==> src/rtl/qssrq_pkg.sv <==
// Constants and types shared by the questionable status and service request logic.
// Functional notes
// - Condition query returns the live questionable condition bits, each following its input.
// - Event bit sets on a rising condition bit and stays set until it is read or cleared.
// - Reading the event register returns its value and clears it in that access.
// - Event and condition read as 16-bit values from 0 to 32767.
// - Condition bit 0 is high while the supply monitor reports a fault.
// - Condition bit 3 is high while a power measurement error is flagged.
// - Condition bit 4 is high when sensor drift exceeds 4C since autocal.
// - Condition bit 8 is high while the sensor needs calibration or zeroing.
// - Questionable enable mask is written 0 to 32767, stored and read back.
// - Service request rises when a questionable bit is true and enabled.
// - A status condition with its mask bit clear never raises a request; the code raises one from status byte bit 3 whatever srq_enable_i bit 3 holds.
// - Each status byte summary bit is the OR of its register's enabled bits.
// - Clear status resets events, status byte, standard events, queue and measurement.
// - Standard event enable mask is written 0 to 255, held and reported.
// - Standard events request service only while status byte bit 5 is enabled.
// - Querying the standard event register returns its value and then clears it.
// - Standard event bits: 0 complete, 3/4/5 errors, 7 power-on.
package qssrq_pkg;

    // ****************************************************************
    // Widths
    // ****************************************************************
    localparam int QS_W  = 16;
    localparam int SE_W  = 8;
    localparam int STB_W = 8;
    localparam int DRIFT_W = 8;

    // ****************************************************************
    // Questionable condition bit positions
    // ****************************************************************
    localparam int QB_VOLTAGE     = 0;
    localparam int QB_POWER       = 3;
    localparam int QB_TEMPERATURE = 4;
    localparam int QB_CALIBRATION = 8;
    localparam int QB_SUMMARY     = 13;
    localparam int QB_CMD_WARNING = 14;

    // Bits that may ever be nonzero in the questionable structure.
    localparam logic [QS_W-1:0] QS_USED_MASK = 16'h6119;
    // Writable range of the questionable enable mask, 0 to 32767.
    localparam logic [QS_W-1:0] QS_ENABLE_MASK = 16'h7FFF;

    // ****************************************************************
    // Standard event bit positions
    // ****************************************************************
    localparam int SB_OP_COMPLETE = 0;
    localparam int SB_DEVICE_ERR  = 3;
    localparam int SB_EXEC_ERR    = 4;
    localparam int SB_CMD_ERR     = 5;
    localparam int SB_POWER_ON    = 7;

    // ****************************************************************
    // Status byte bit positions
    // ****************************************************************
    localparam int STB_QUES_SUM = 3;
    localparam int STB_ESB      = 5;
    localparam int STB_RQS      = 6;

    // ****************************************************************
    // Reset values
    // ****************************************************************
    localparam logic [QS_W-1:0]  QS_RESET    = 16'h0000;
    localparam logic [SE_W-1:0]  SE_MASK_RST = 8'h00;
    // Power-on flag is set when the block comes out of reset.
    localparam logic [SE_W-1:0]  SE_EVT_RST  = 8'h80;
    localparam logic [STB_W-1:0] STB_RESET   = 8'h00;

    // ****************************************************************
    // Drift threshold: code is in quarter degrees C.
    // ****************************************************************
    localparam int DRIFT_LIMIT_C    = 4;
    localparam int DRIFT_LSB_PER_C  = 4;
    localparam logic [DRIFT_W-1:0] DRIFT_LIMIT_CODE =
        DRIFT_W'(DRIFT_LIMIT_C * DRIFT_LSB_PER_C);

    // ****************************************************************
    // Command port register select
    // ****************************************************************
    typedef enum logic [2:0] {
        QSSRQ_SEL_QCOND   = 3'h0,
        QSSRQ_SEL_QEVENT  = 3'h1,
        QSSRQ_SEL_QENABLE = 3'h2,
        QSSRQ_SEL_SEMASK  = 3'h3,
        QSSRQ_SEL_SEVENT  = 3'h4,
        QSSRQ_SEL_STB     = 3'h5
    } qssrq_sel_t;

endpackage

==> src/rtl/qssrq_sync.sv <==
// Two flip-flop synchroniser for a group of independent level inputs.
`timescale 1ns/1ps
module qssrq_sync #(
    parameter int W = 1
) (
    input  wire logic         clk_i,
    input  wire logic         rst_i,
    input  wire logic [W-1:0] async_i,
    output logic      [W-1:0] sync_o
);
    import qssrq_pkg::*;

    // Each bit is its own level; the group is never read as one word.
    genvar g;
    generate
        for (g = 0; g < W; g++) begin : g_bit
            logic meta_reg;
            logic sync_reg;
            always_ff @(posedge clk_i or posedge rst_i) begin
                if (rst_i) begin
                    meta_reg <= 1'b0;
                    sync_reg <= 1'b0;
                end else begin
                    meta_reg <= async_i[g];
                    sync_reg <= meta_reg;
                end
            end
            assign sync_o[g] = sync_reg;
        end
    endgenerate

endmodule

==> src/rtl/qssrq_top.sv <==
// Questionable status, standard event and service request logic.
`timescale 1ns/1ps
module qssrq_top (
    input  wire logic                          clk_i,
    input  wire logic                          rst_i,
    // Fault pins from outside the clock domain.
    input  wire logic                          supply_fault_i,
    input  wire logic                          power_error_i,
    input  wire logic                          cal_needed_i,
    input  wire logic                          instr_summary_i,
    input  wire logic                          cmd_warning_i,
    // Drift code from the on-chip calibration engine, quarter degrees C.
    input  wire logic [qssrq_pkg::DRIFT_W-1:0] drift_code_i,
    // One-cycle event pulses from same-clock logic.
    input  wire logic                          op_complete_i,
    input  wire logic                          device_err_i,
    input  wire logic                          exec_err_i,
    input  wire logic                          cmd_err_i,
    // Service request enable register held elsewhere.
    input  wire logic [qssrq_pkg::STB_W-1:0]   srq_enable_i,
    // Clear status command.
    input  wire logic                          clear_status_i,
    // Command port.
    input  wire logic                          cmd_valid_i,
    input  wire logic                          cmd_write_i,
    input  wire qssrq_pkg::qssrq_sel_t         cmd_sel_i,
    input  wire logic [qssrq_pkg::QS_W-1:0]    cmd_wdata_i,
    output logic                               rsp_valid_o,
    output logic      [qssrq_pkg::QS_W-1:0]    rsp_data_o,
    // Status outputs.
    output logic      [qssrq_pkg::STB_W-1:0]   status_byte_o,
    output logic                               srq_o,
    output logic                               clear_others_o
);
    import qssrq_pkg::*;

    // ****************************************************************
    // Input synchronisation
    // ****************************************************************
    localparam int N_PINS = 5;

    logic [N_PINS-1:0] pins_async;
    logic [N_PINS-1:0] pins_sync;

    assign pins_async = {cmd_warning_i, instr_summary_i, cal_needed_i,
                         power_error_i, supply_fault_i};

    qssrq_sync #(
        .W (N_PINS)
    ) u_sync (
        .clk_i   (clk_i),
        .rst_i   (rst_i),
        .async_i (pins_async),
        .sync_o  (pins_sync)
    );

    logic supply_fault_s;
    logic power_error_s;
    logic cal_needed_s;
    logic instr_summary_s;
    logic cmd_warning_s;

    assign supply_fault_s  = pins_sync[0];
    assign power_error_s   = pins_sync[1];
    assign cal_needed_s    = pins_sync[2];
    assign instr_summary_s = pins_sync[3];
    assign cmd_warning_s   = pins_sync[4];

    // ****************************************************************
    // Helpers
    // ****************************************************************

    // Latched event update: a set in the same cycle as a clear wins,
    // so a condition edge that lands on the read is reported next time.
    function automatic logic [QS_W-1:0] latch_update(
        input logic [QS_W-1:0] cur,
        input logic [QS_W-1:0] set,
        input logic            clr
    );
        logic [QS_W-1:0] kept;
        kept = clr ? '0 : cur;
        return kept | set;
    endfunction

    // ****************************************************************
    // Command decode
    // ****************************************************************
    logic cmd_rd;
    logic cmd_wr;

    assign cmd_rd = cmd_valid_i && !cmd_write_i;
    assign cmd_wr = cmd_valid_i && cmd_write_i;

    // ****************************************************************
    // Status state: next values
    // ****************************************************************
    logic [QS_W-1:0]  qcond_reg;
    logic [QS_W-1:0]  qcond_next;
    logic [QS_W-1:0]  qevent_reg;
    logic [QS_W-1:0]  qevent_next;
    logic [QS_W-1:0]  qenable_reg;
    logic [QS_W-1:0]  qenable_next;
    logic [SE_W-1:0]  sevent_reg;
    logic [SE_W-1:0]  sevent_next;
    logic [SE_W-1:0]  semask_reg;
    logic [SE_W-1:0]  semask_next;
    logic [STB_W-1:0] stb_reg;
    logic [STB_W-1:0] stb_next;
    logic             srq_reg;
    logic             srq_next;
    logic             clr_oth_reg;
    logic             clr_oth_next;
    logic             rsp_valid_reg;
    logic             rsp_valid_next;
    logic [QS_W-1:0]  rsp_data_reg;
    logic [QS_W-1:0]  rsp_data_next;

    always_comb begin
        logic [QS_W-1:0] q_rise;
        logic [QS_W-1:0] s_set;
        logic [QS_W-1:0] s_wide;
        logic            q_clr;
        logic            s_clr;
        logic            q_sum;
        logic            esb;
        q_rise = '0;
        s_set  = '0;
        s_wide = '0;
        q_clr  = 1'b0;
        s_clr  = 1'b0;
        q_sum  = 1'b0;
        esb    = 1'b0;

        // Live condition word; unused positions stay zero.
        qcond_next                 = QS_RESET;
        qcond_next[QB_VOLTAGE]     = supply_fault_s;
        qcond_next[QB_POWER]       = power_error_s;
        qcond_next[QB_TEMPERATURE] = drift_code_i > DRIFT_LIMIT_CODE;
        qcond_next[QB_CALIBRATION] = cal_needed_s;
        qcond_next[QB_SUMMARY]     = instr_summary_s;
        qcond_next[QB_CMD_WARNING] = cmd_warning_s;
        qcond_next                 = qcond_next & QS_USED_MASK;

        // Rising condition bits latch into the event register.
        q_rise      = qcond_next & ~qcond_reg;
        q_clr       = clear_status_i || (cmd_rd && cmd_sel_i == QSSRQ_SEL_QEVENT);
        qevent_next = latch_update(qevent_reg, q_rise, q_clr);

        // Standard event register.
        s_set                 = '0;
        s_set[SB_OP_COMPLETE] = op_complete_i;
        s_set[SB_DEVICE_ERR]  = device_err_i;
        s_set[SB_EXEC_ERR]    = exec_err_i;
        s_set[SB_CMD_ERR]     = cmd_err_i;
        s_clr  = clear_status_i || (cmd_rd && cmd_sel_i == QSSRQ_SEL_SEVENT);
        s_wide = latch_update({8'h00, sevent_reg}, s_set, s_clr);
        sevent_next = s_wide[SE_W-1:0];

        // Masks: stored as written, cut to their legal range.
        qenable_next = qenable_reg;
        semask_next  = semask_reg;
        if (cmd_wr && cmd_sel_i == QSSRQ_SEL_QENABLE) begin
            qenable_next = cmd_wdata_i & QS_ENABLE_MASK;
        end
        if (cmd_wr && cmd_sel_i == QSSRQ_SEL_SEMASK) begin
            semask_next = cmd_wdata_i[SE_W-1:0];
        end

        // Summaries use the updated event words so a clear takes effect
        // in the same cycle as the registers it clears.
        q_sum = |(qevent_next & qenable_next);
        esb   = |(sevent_next & semask_next);

        stb_next               = STB_RESET;
        stb_next[STB_QUES_SUM] = q_sum;
        stb_next[STB_ESB]      = esb;

        // A masked-off condition contributes nothing to either summary.
        srq_next = q_sum || (esb && srq_enable_i[STB_ESB]);
        stb_next[STB_RQS] = srq_next;

        // Operation status, error queue and measurement are cleared by
        // their owners on this pulse.
        clr_oth_next = clear_status_i;
    end

    // ****************************************************************
    // Read response: next values
    // ****************************************************************
    always_comb begin
        rsp_valid_next = cmd_rd;
        rsp_data_next  = '0;
        if (cmd_rd) begin
            unique case (cmd_sel_i)
                QSSRQ_SEL_QCOND: begin
                    rsp_data_next = qcond_reg;
                end
                QSSRQ_SEL_QEVENT: begin
                    rsp_data_next = qevent_reg;
                end
                QSSRQ_SEL_QENABLE: begin
                    rsp_data_next = qenable_reg;
                end
                QSSRQ_SEL_SEMASK: begin
                    rsp_data_next = {8'h00, semask_reg};
                end
                QSSRQ_SEL_SEVENT: begin
                    rsp_data_next = {8'h00, sevent_reg};
                end
                QSSRQ_SEL_STB: begin
                    rsp_data_next = {8'h00, stb_reg};
                end
                default: begin
                    rsp_data_next = '0;
                end
            endcase
        end
    end

    // ****************************************************************
    // Registers
    // ****************************************************************
    always_ff @(posedge clk_i or posedge rst_i) begin
        if (rst_i) begin
            qcond_reg     <= QS_RESET;
            qevent_reg    <= QS_RESET;
            qenable_reg   <= QS_RESET;
            sevent_reg    <= SE_EVT_RST;
            semask_reg    <= SE_MASK_RST;
            stb_reg       <= STB_RESET;
            srq_reg       <= 1'b0;
            clr_oth_reg   <= 1'b0;
            rsp_valid_reg <= 1'b0;
            rsp_data_reg  <= '0;
        end else begin
            qcond_reg     <= qcond_next;
            qevent_reg    <= qevent_next;
            qenable_reg   <= qenable_next;
            sevent_reg    <= sevent_next;
            semask_reg    <= semask_next;
            stb_reg       <= stb_next;
            srq_reg       <= srq_next;
            clr_oth_reg   <= clr_oth_next;
            rsp_valid_reg <= rsp_valid_next;
            rsp_data_reg  <= rsp_data_next;
        end
    end

    assign rsp_valid_o    = rsp_valid_reg;
    assign rsp_data_o     = rsp_data_reg;
    assign status_byte_o  = stb_reg;
    assign srq_o          = srq_reg;
    assign clear_others_o = clr_oth_reg;

endmodule

==> config.mk <==
export PLATFORM = sky130hd
export DESIGN_NAME = qssrq_top
export DESIGN_NICKNAME = d
export VERILOG_FILES = /design/src/rtl/qssrq_pkg.sv /design/src/rtl/qssrq_sync.sv /design/src/rtl/qssrq_top.sv
export SDC_FILE = /design/constraint.sdc
export NUM_CORES = 1
export LEC_CHECK = 0
export BUFFER_PORTS_ARGS = -buffer_cell sky130_fd_sc_hd__buf_4
export CAP_MARGIN = 20
export CORE_ASPECT_RATIO = 0.5
export CORE_MARGIN = 2
export CORE_UTILIZATION = 43
export DETAILED_ROUTE_END_ITERATION = 8
export GPL_ROUTABILITY_DRIVEN = 0
export GPL_TIMING_DRIVEN = 0
export PLACE_DENSITY = 0.66
export SLEW_MARGIN = 20
export SYNTH_ARGS = -nofsm -noshare
export SYNTH_HDL_FRONTEND = slang
export SYNTH_HIERARCHICAL = 1
export SYNTH_SLANG_ARGS = --single-unit
export TNS_END_PERCENT = 30
==> constraint.sdc <==
create_clock -name clk_i -period 6.6 [get_ports clk_i]
set_clock_uncertainty 0.2 [all_clocks]
set_input_delay 0.66 -clock clk_i [delete_from_list [all_inputs] [get_ports clk_i]]
set_output_delay 0.66 -clock clk_i [all_outputs]
set_load 0.05 [all_outputs]
==> results of run 1 <==
==> cell usage in the layout, fill, tap and decap left out, types with 7 or more instances in the layout <==
cell type,count
clkbuf_16,9
mux2i_1,13
a21oi_1,9
a221oi_1,7
inv_1,15
mux2_2,16
nand2_1,9
and2_1,17
nor2_1,21
a22oi_1,10
dfrtp_1,84
buf_4,72
==> synthesized netlist by cell type, types with 2 or more instances <==
cell type  number
a21o_1          3
buf_6           3
mux2_4          3
buf_4          11
a21boi_0        2
o21ai_0         5
inv_1          16
nand2_1         9
a22o_1          5
mux2i_1        13
a31oi_1         3
nand2b_1        2
nor2_1         21
and3_1          3
a21oi_1         9
o22a_1          3
mux2_2         16
clkbuf_1        4
o22ai_1         2
a22oi_1        10
and2_1         17
or2_2           2
buf_2           2
a221oi_1        7
buf_1           2
nor3_1          3
nor2b_1         5
dfrtp_1        84
==> power groups by stage <==
| stage | sequential (mW) | clock, mW | combinational [mW] |
|---|---|---|---|
| global placement | 0.607 | 0 | 0.212 |
| floorplan | 0.630 | 0 | 0.121 |
| detailed placement | 0.609 | 0 | 0.220 |
| CTS | 0.600 | 0.556 | 0.222 |
| finish | 0.601 | 0.544 | 0.221 |
| global route | 0.606 | 0.575 | 0.238 |
==> how the worst max path moves through the flow <==
| stage | start | end | slack, ns | cells after the start |
|---|---|---|---|---|
| 2_1_floorplan | rst_i | clear_others_o | 3.83 | 1 |
| 3_3_place_gp | rst_i | rsp_data_o[5] | 3.08 | 2 |
| 3_5_place_dp | cmd_valid_i | status_byte_o[6] | 3.55 | 8 |
| 4_1_cts | cmd_valid_i | status_byte_o[6] | 3.91 | 8 |
| 5_1_grt | cmd_valid_i | status_byte_o[6] | 3.70 | 8 |
| 6_report | cmd_valid_i | status_byte_o[6] | 3.84 | 8 |
==> cells by family after synthesis <==
family | count (synthesis) | share of synthesized area [%]
flops | 85 | 60.9
simple gates | 68 | 10.8
compound gates | 56 | 11.7
buf+inv | 38 | 5.97
mux | 33 | 10.5
other cells | 1 | 0.107
==> cell type report <==
cell class	instances	share of cell area, %
repair buffers	62	10.7
inverters	16	1.40
multi-input cells	162	26.3
clock inverters	4	1.57
flip-flops and latches	85	47.7
well taps	112	3.14
plain buffers	22	3.34
clock buffers	12	5.75
==> critical path, stage by stage <==
cell and delay [ns]:
buf_4 0.11, nor2b_1 0.11, buf_2 0.17, a31oi_1 0.78, a21oi_1 0.21, o22ai_1 0.29, and4bb_1 0.26, o2111ai_1 0.21
==> per-layer routing <==
| layer | GRT usage (%) | up-vias | part of all wire (%) |
|---|---|---|---|
| met5 | 0 | - | 0 |
| met4 | 7.20 | 0 | 1.5 |
| met3 | 7.36 | 12 | 5.8 |
| met2 | 32.9 | 70 | 47 |
| met1 | 25.8 | 1245 | 46 |
| li1 | - | 1124 | - |
==> metrics.md, run 1 <==
| Metric | Value |
|---|---|
| Outcome | `complete, no violations` |
| R2R cell count | `5` |
| Max Transition Viols Final | `0` |
| Total CTS buffers | `9` |
| I/O pins | `76` |
| Area grow syn2layout | `27.5%` |
| #FFs+latches synth | `85` |
| Global route overflow | `0` |
| R2R setup slack | `4.76 ns` |
| CTS tree | `done` |
| Fill count | `685` |
| Vias in the first global route | `2545` |
| GRT Total Usage | `20.3%` |
| Longest Clk Path Bufs | `2` |
| Synth unique cells | `44` |
| Initial DRT Pass Iterations | `4` |
| Share of the synthesized area in the top cell type | `60.1%` |
| Drt wl/cell | `17.2 um` |
| Setup bufs post-CTS | `0` |
| Maxcap violations | `0` |
| Final HPWL DP | `5960 um` |
| Synth area leader | `dfrtp_1` |
| Setup tns final | `0 ns` |
| Non-filler cells, final | `475` |
| Mapped cell area | `0.00350 mm^2` |
| Register area share after synthesis | `60.9%` |
| Via count | `2451` |
| Fin Hold WS | `0.104 ns` |
| R2r endpoint | `status_byte_o[6]` |
| Period utilization | `41.9%` |
| Relative slew slack | `36.5%` |
| Worst Path Required | `6.65 ns` |
| Initial antenna violation count | `0` |
| Dpl cells | `459` |
| Final WL | `8150 um` |
| Post-synthesis async set-or-reset flop share | `100%` |
| Largest net degree at the start of global routing | `47` |
| Sw frac | `25.6%` |
| Register Area | `0.00213 mm^2` |
| H-tree lvl count | `3` |
| Clock latency on the worst-skew pair | `0.34 ns` |
| Mean Syn Cell Area | `12.4 um^2` |
| Clock root buffer | `clkbuf_16` |
| Clock power frac | `39.8%` |
| Worst hold-check path type | `in -> async` |
| CORE AREA | `0.00794 mm^2` |
| Dominant synthesized flop cell | `dfrtp_1` |
| Post-Syn Instances | `281` |
| Worst R2R Start | `u_sync/g_bit[1].sync_reg` |
| Register share of total power | `44.0%` |
| Power Internal | `1.02 mW` |
| Clock Sink Count | `85` |
| Detailed Route Iter0 Violations | `129` |
| Fin crit period | `2.76 ns` |
| Die span in x | `132 um` |
| Post-synth EDFFs | `0` |
| Yosys warning total | `6` |
| DRC | `0` |
| Post-CTS resize count | `0` |
| # diodes | `0` |
| Die Ht | `67.8 um` |
| F_max | `362 MHz` |
| Post-layout util | `56.1%` |
| PnR Total Power | `1.37 mW` |
| Part of the power in combinational logic | `16.2%` |
| Initial core utilization | `44.0%` |
| Critical Path Source Type | `input pin` |
| Endpoints failing setup | `0` |
| Arrival @ worst endpoint | `2.81 ns` |
| Share of cells above drive strength 1 | `33.6%` |
| Cell Pwr Density | `306 mW/mm^2` |
| Cell Rows | `23` |
| Static Leak | `2.18 nW` |
| Vias per cell | `5.16` |
| DIE AREA | `0.00891 mm^2` |
| RSZ-0062 raised after global routing | `false` |
| PortBufs | `61` |
| Fin. Hold Viols | `0` |
| Hold_buf cts | `0` |
| Synth top area cells | `dfrtp_1, mux2_2, mux2i_1` |
| P_sw | `350 uW` |
| First-pass GRT wire length | `13300 um` |
| Crit-path max FO | `9` |
| Cell Area, Placed | `0.00413 mm^2` |
| Post-route cell area | `0.00446 mm^2` |
| CP Capture Type | `register` |
| Crit path kind | `in -> reg` |
| Post-layout nets | `407` |
| Multi-input gate area | `0.00117 mm^2` |
| Final WS setup | `3.84 ns` |
| Post-Place Setup Slack | `3.55 ns` |
| Clk slew on worst S/H paths | `0.06 ns` |
| Post-DRT Antenna Nets | `0` |
| VDD IR max | `0.000139 V` |
| Measured slew at the worst slew-check pin | `0.948 ns` |
(Power assumes the default switching activity.)
==> run 2: changes to the inputs <==
- clock period: 6.6 -> 2.9 ns (I/O delays scaled with it)
==> metrics.md, run 2 (synthesis results as in run 1) <==
| Metric | Value |
|---|---|
| Final WS setup | `0.344 ns` |
| Drt wl/cell | `16.8 um` |
| Longest Clk Path Bufs | `2` |
| Vias in the first global route | `2634` |
| Die Ht | `67.8 um` |
| PortBufs | `61` |
| P_sw | `802 uW` |
| Clock root buffer | `clkbuf_16` |
| CTS tree | `done` |
| Register share of total power | `43.6%` |
| Cell Pwr Density | `666 mW/mm^2` |
| Outcome | `complete, no violations` |
| I/O pins | `76` |
| VDD IR max | `0.000318 V` |
| Power Internal | `2.33 mW` |
| Clock power frac | `39.5%` |
| Post-layout nets | `432` |
| Post-Place Setup Slack | `0.218 ns` |
| First-pass GRT wire length | `13600 um` |
| CORE AREA | `0.00794 mm^2` |
| Post-layout util | `59.3%` |
| Initial antenna violation count | `0` |
| Initial DRT Pass Iterations | `5` |
| Fin. Hold Viols | `0` |
| Detailed Route Iter0 Violations | `122` |
| Period utilization | `88.1%` |
| Global route overflow | `0` |
| RSZ-0062 raised after global routing | `false` |
| Critical Path Source Type | `input pin` |
| Relative slew slack | `38.0%` |
| Final WL | `8390 um` |
| # diodes | `0` |
| Clk slew on worst S/H paths | `0.06 ns` |
| Maxcap violations | `0` |
| Cell Rows | `23` |
| Part of the power in combinational logic | `16.9%` |
| Arrival @ worst endpoint | `2.61 ns` |
| Crit-path max FO | `9` |
| Commonest cells after routing, fill and taps aside | `dfrtp_1, buf_4, dlygate4sd3_1, nor2_1, and2_1` |
| Worst Path Required | `2.95 ns` |
| Die span in x | `132 um` |
| CP Capture Type | `register` |
| Area grow syn2layout | `34.7%` |
| Vias per cell | `5.09` |
| Share of cells above drive strength 1 | `31.4%` |
| Via count | `2545` |
| Sw frac | `25.6%` |
| DRC | `0` |
| Endpoints failing setup | `0` |
| Measured slew at the worst slew-check pin | `0.925 ns` |
| Clock Sink Count | `85` |
| Clock latency on the worst-skew pair | `0.34 ns` |
| DIE AREA | `0.00891 mm^2` |
| Worst hold-check path type | `in -> reg` |
| Static Leak | `2.29 nW` |
| F_max | `391 MHz` |
| H-tree lvl count | `3` |
| Commonest non-fill, non-tap cell in the layout | `dfrtp_1` |
| Largest net degree at the start of global routing | `47` |
| Post-DRT Antenna Nets | `0` |
| GRT Total Usage | `20.9%` |
| Post-CTS resize count | `0` |
| Crit path kind | `in -> reg` |
| Initial core utilization | `44.0%` |
| Total CTS buffers | `9` |
| Max Transition Viols Final | `0` |
| Final HPWL DP | `5960 um` |
| Fin crit period | `2.56 ns` |
-- run 2: cell types whose count changed in the layout (fill, tap and decap cells not counted) --
cell	previous run	this run
dlygate4sd3_1	0	25
-- run 2: final timing paths --
check,endpoint,slack [ns],startpoint,cells past startpoint
max,status_byte_o[6],0.34,clear_status_i,7
min,qenable_reg[10],0.02,cmd_wdata_i[10],2
max reg2reg,status_byte_o[6],1.04,u_sync/g_bit[1].sync_reg,5
min reg2reg,u_sync/g_bit[0].sync_reg,0.15,u_sync/g_bit[0].meta_reg,0
max in group asynchronous,sevent_reg[7],1.59,rst_i,4
min in group asynchronous,u_sync/g_bit[3].meta_reg,0.29,rst_i,3
-- run 2: area by class of cell --
type	instances	area, um^2
clock inverters	4	70.1
inverters	16	62.6
well taps	112	140
repair buffers	87	728
fillers	675	3230
flip-flops and latches	85	2130
clock buffers	12	256
plain buffers	22	149
multi-input cells	162	1170
-- run 2: routing by layer --
layer | vias up | routed length (um) | global-route usage (%)
li1 | 1175 | - | -
met3 | 9 | 546 | 6.91
met1 | 1281 | 3760 | 26.4
met5 | - | 0 | 0
met2 | 80 | 3980 | 34.6
met4 | 0 | 103 | 7.20
-- run 2: repair_timing --
action | 4_1_cts | 5_1_grt
endpoints found under the hold margin | 61 | 0
buffers inserted | 0 | 0
hold buffers | 25 | 0
-- run 2: per-stage QoR --
| step | cells | power (mW) | TNS, ns | hold slack (ns) | area [um^2] |
|---|---|---|---|---|---|
| finish | 500 | 3.14 | 0 | 0.0156 | 4710 |
| global route | 500 | 3.26 | 0 | 0.00638 | 4710 |
| CTS | 500 | 3.16 | 0 | 0.000139 | 4710 |
| detailed placement | 459 | 1.89 | 0 | 0.111 | 4130 |
| global placement | 458 | 1.86 | -18.42 | 0.0736 | 4110 |
| floorplan | 285 | 1.71 | 0 | -0.0698 | 3510 |
-- run 2: power groups by stage --
stage / Combinational [mW] / Clock, mW / Sequential (mW)
global placement: 0.483 / 0 / 1.38
detailed placement: 0.502 / 0 / 1.39
floorplan: 0.275 / 0 / 1.43
global route: 0.570 / 1.31 / 1.38
finish: 0.530 / 1.24 / 1.37
CTS: 0.530 / 1.26 / 1.37
-- run 2: critical path: stages --
cell and delay (ns):
dlygate4sd3_1 0.54, buf_4 0.16, a31oi_1 0.68, a21oi_1 0.21, o22ai_1 0.27, and4bb_1 0.25
o2111ai_1 0.20
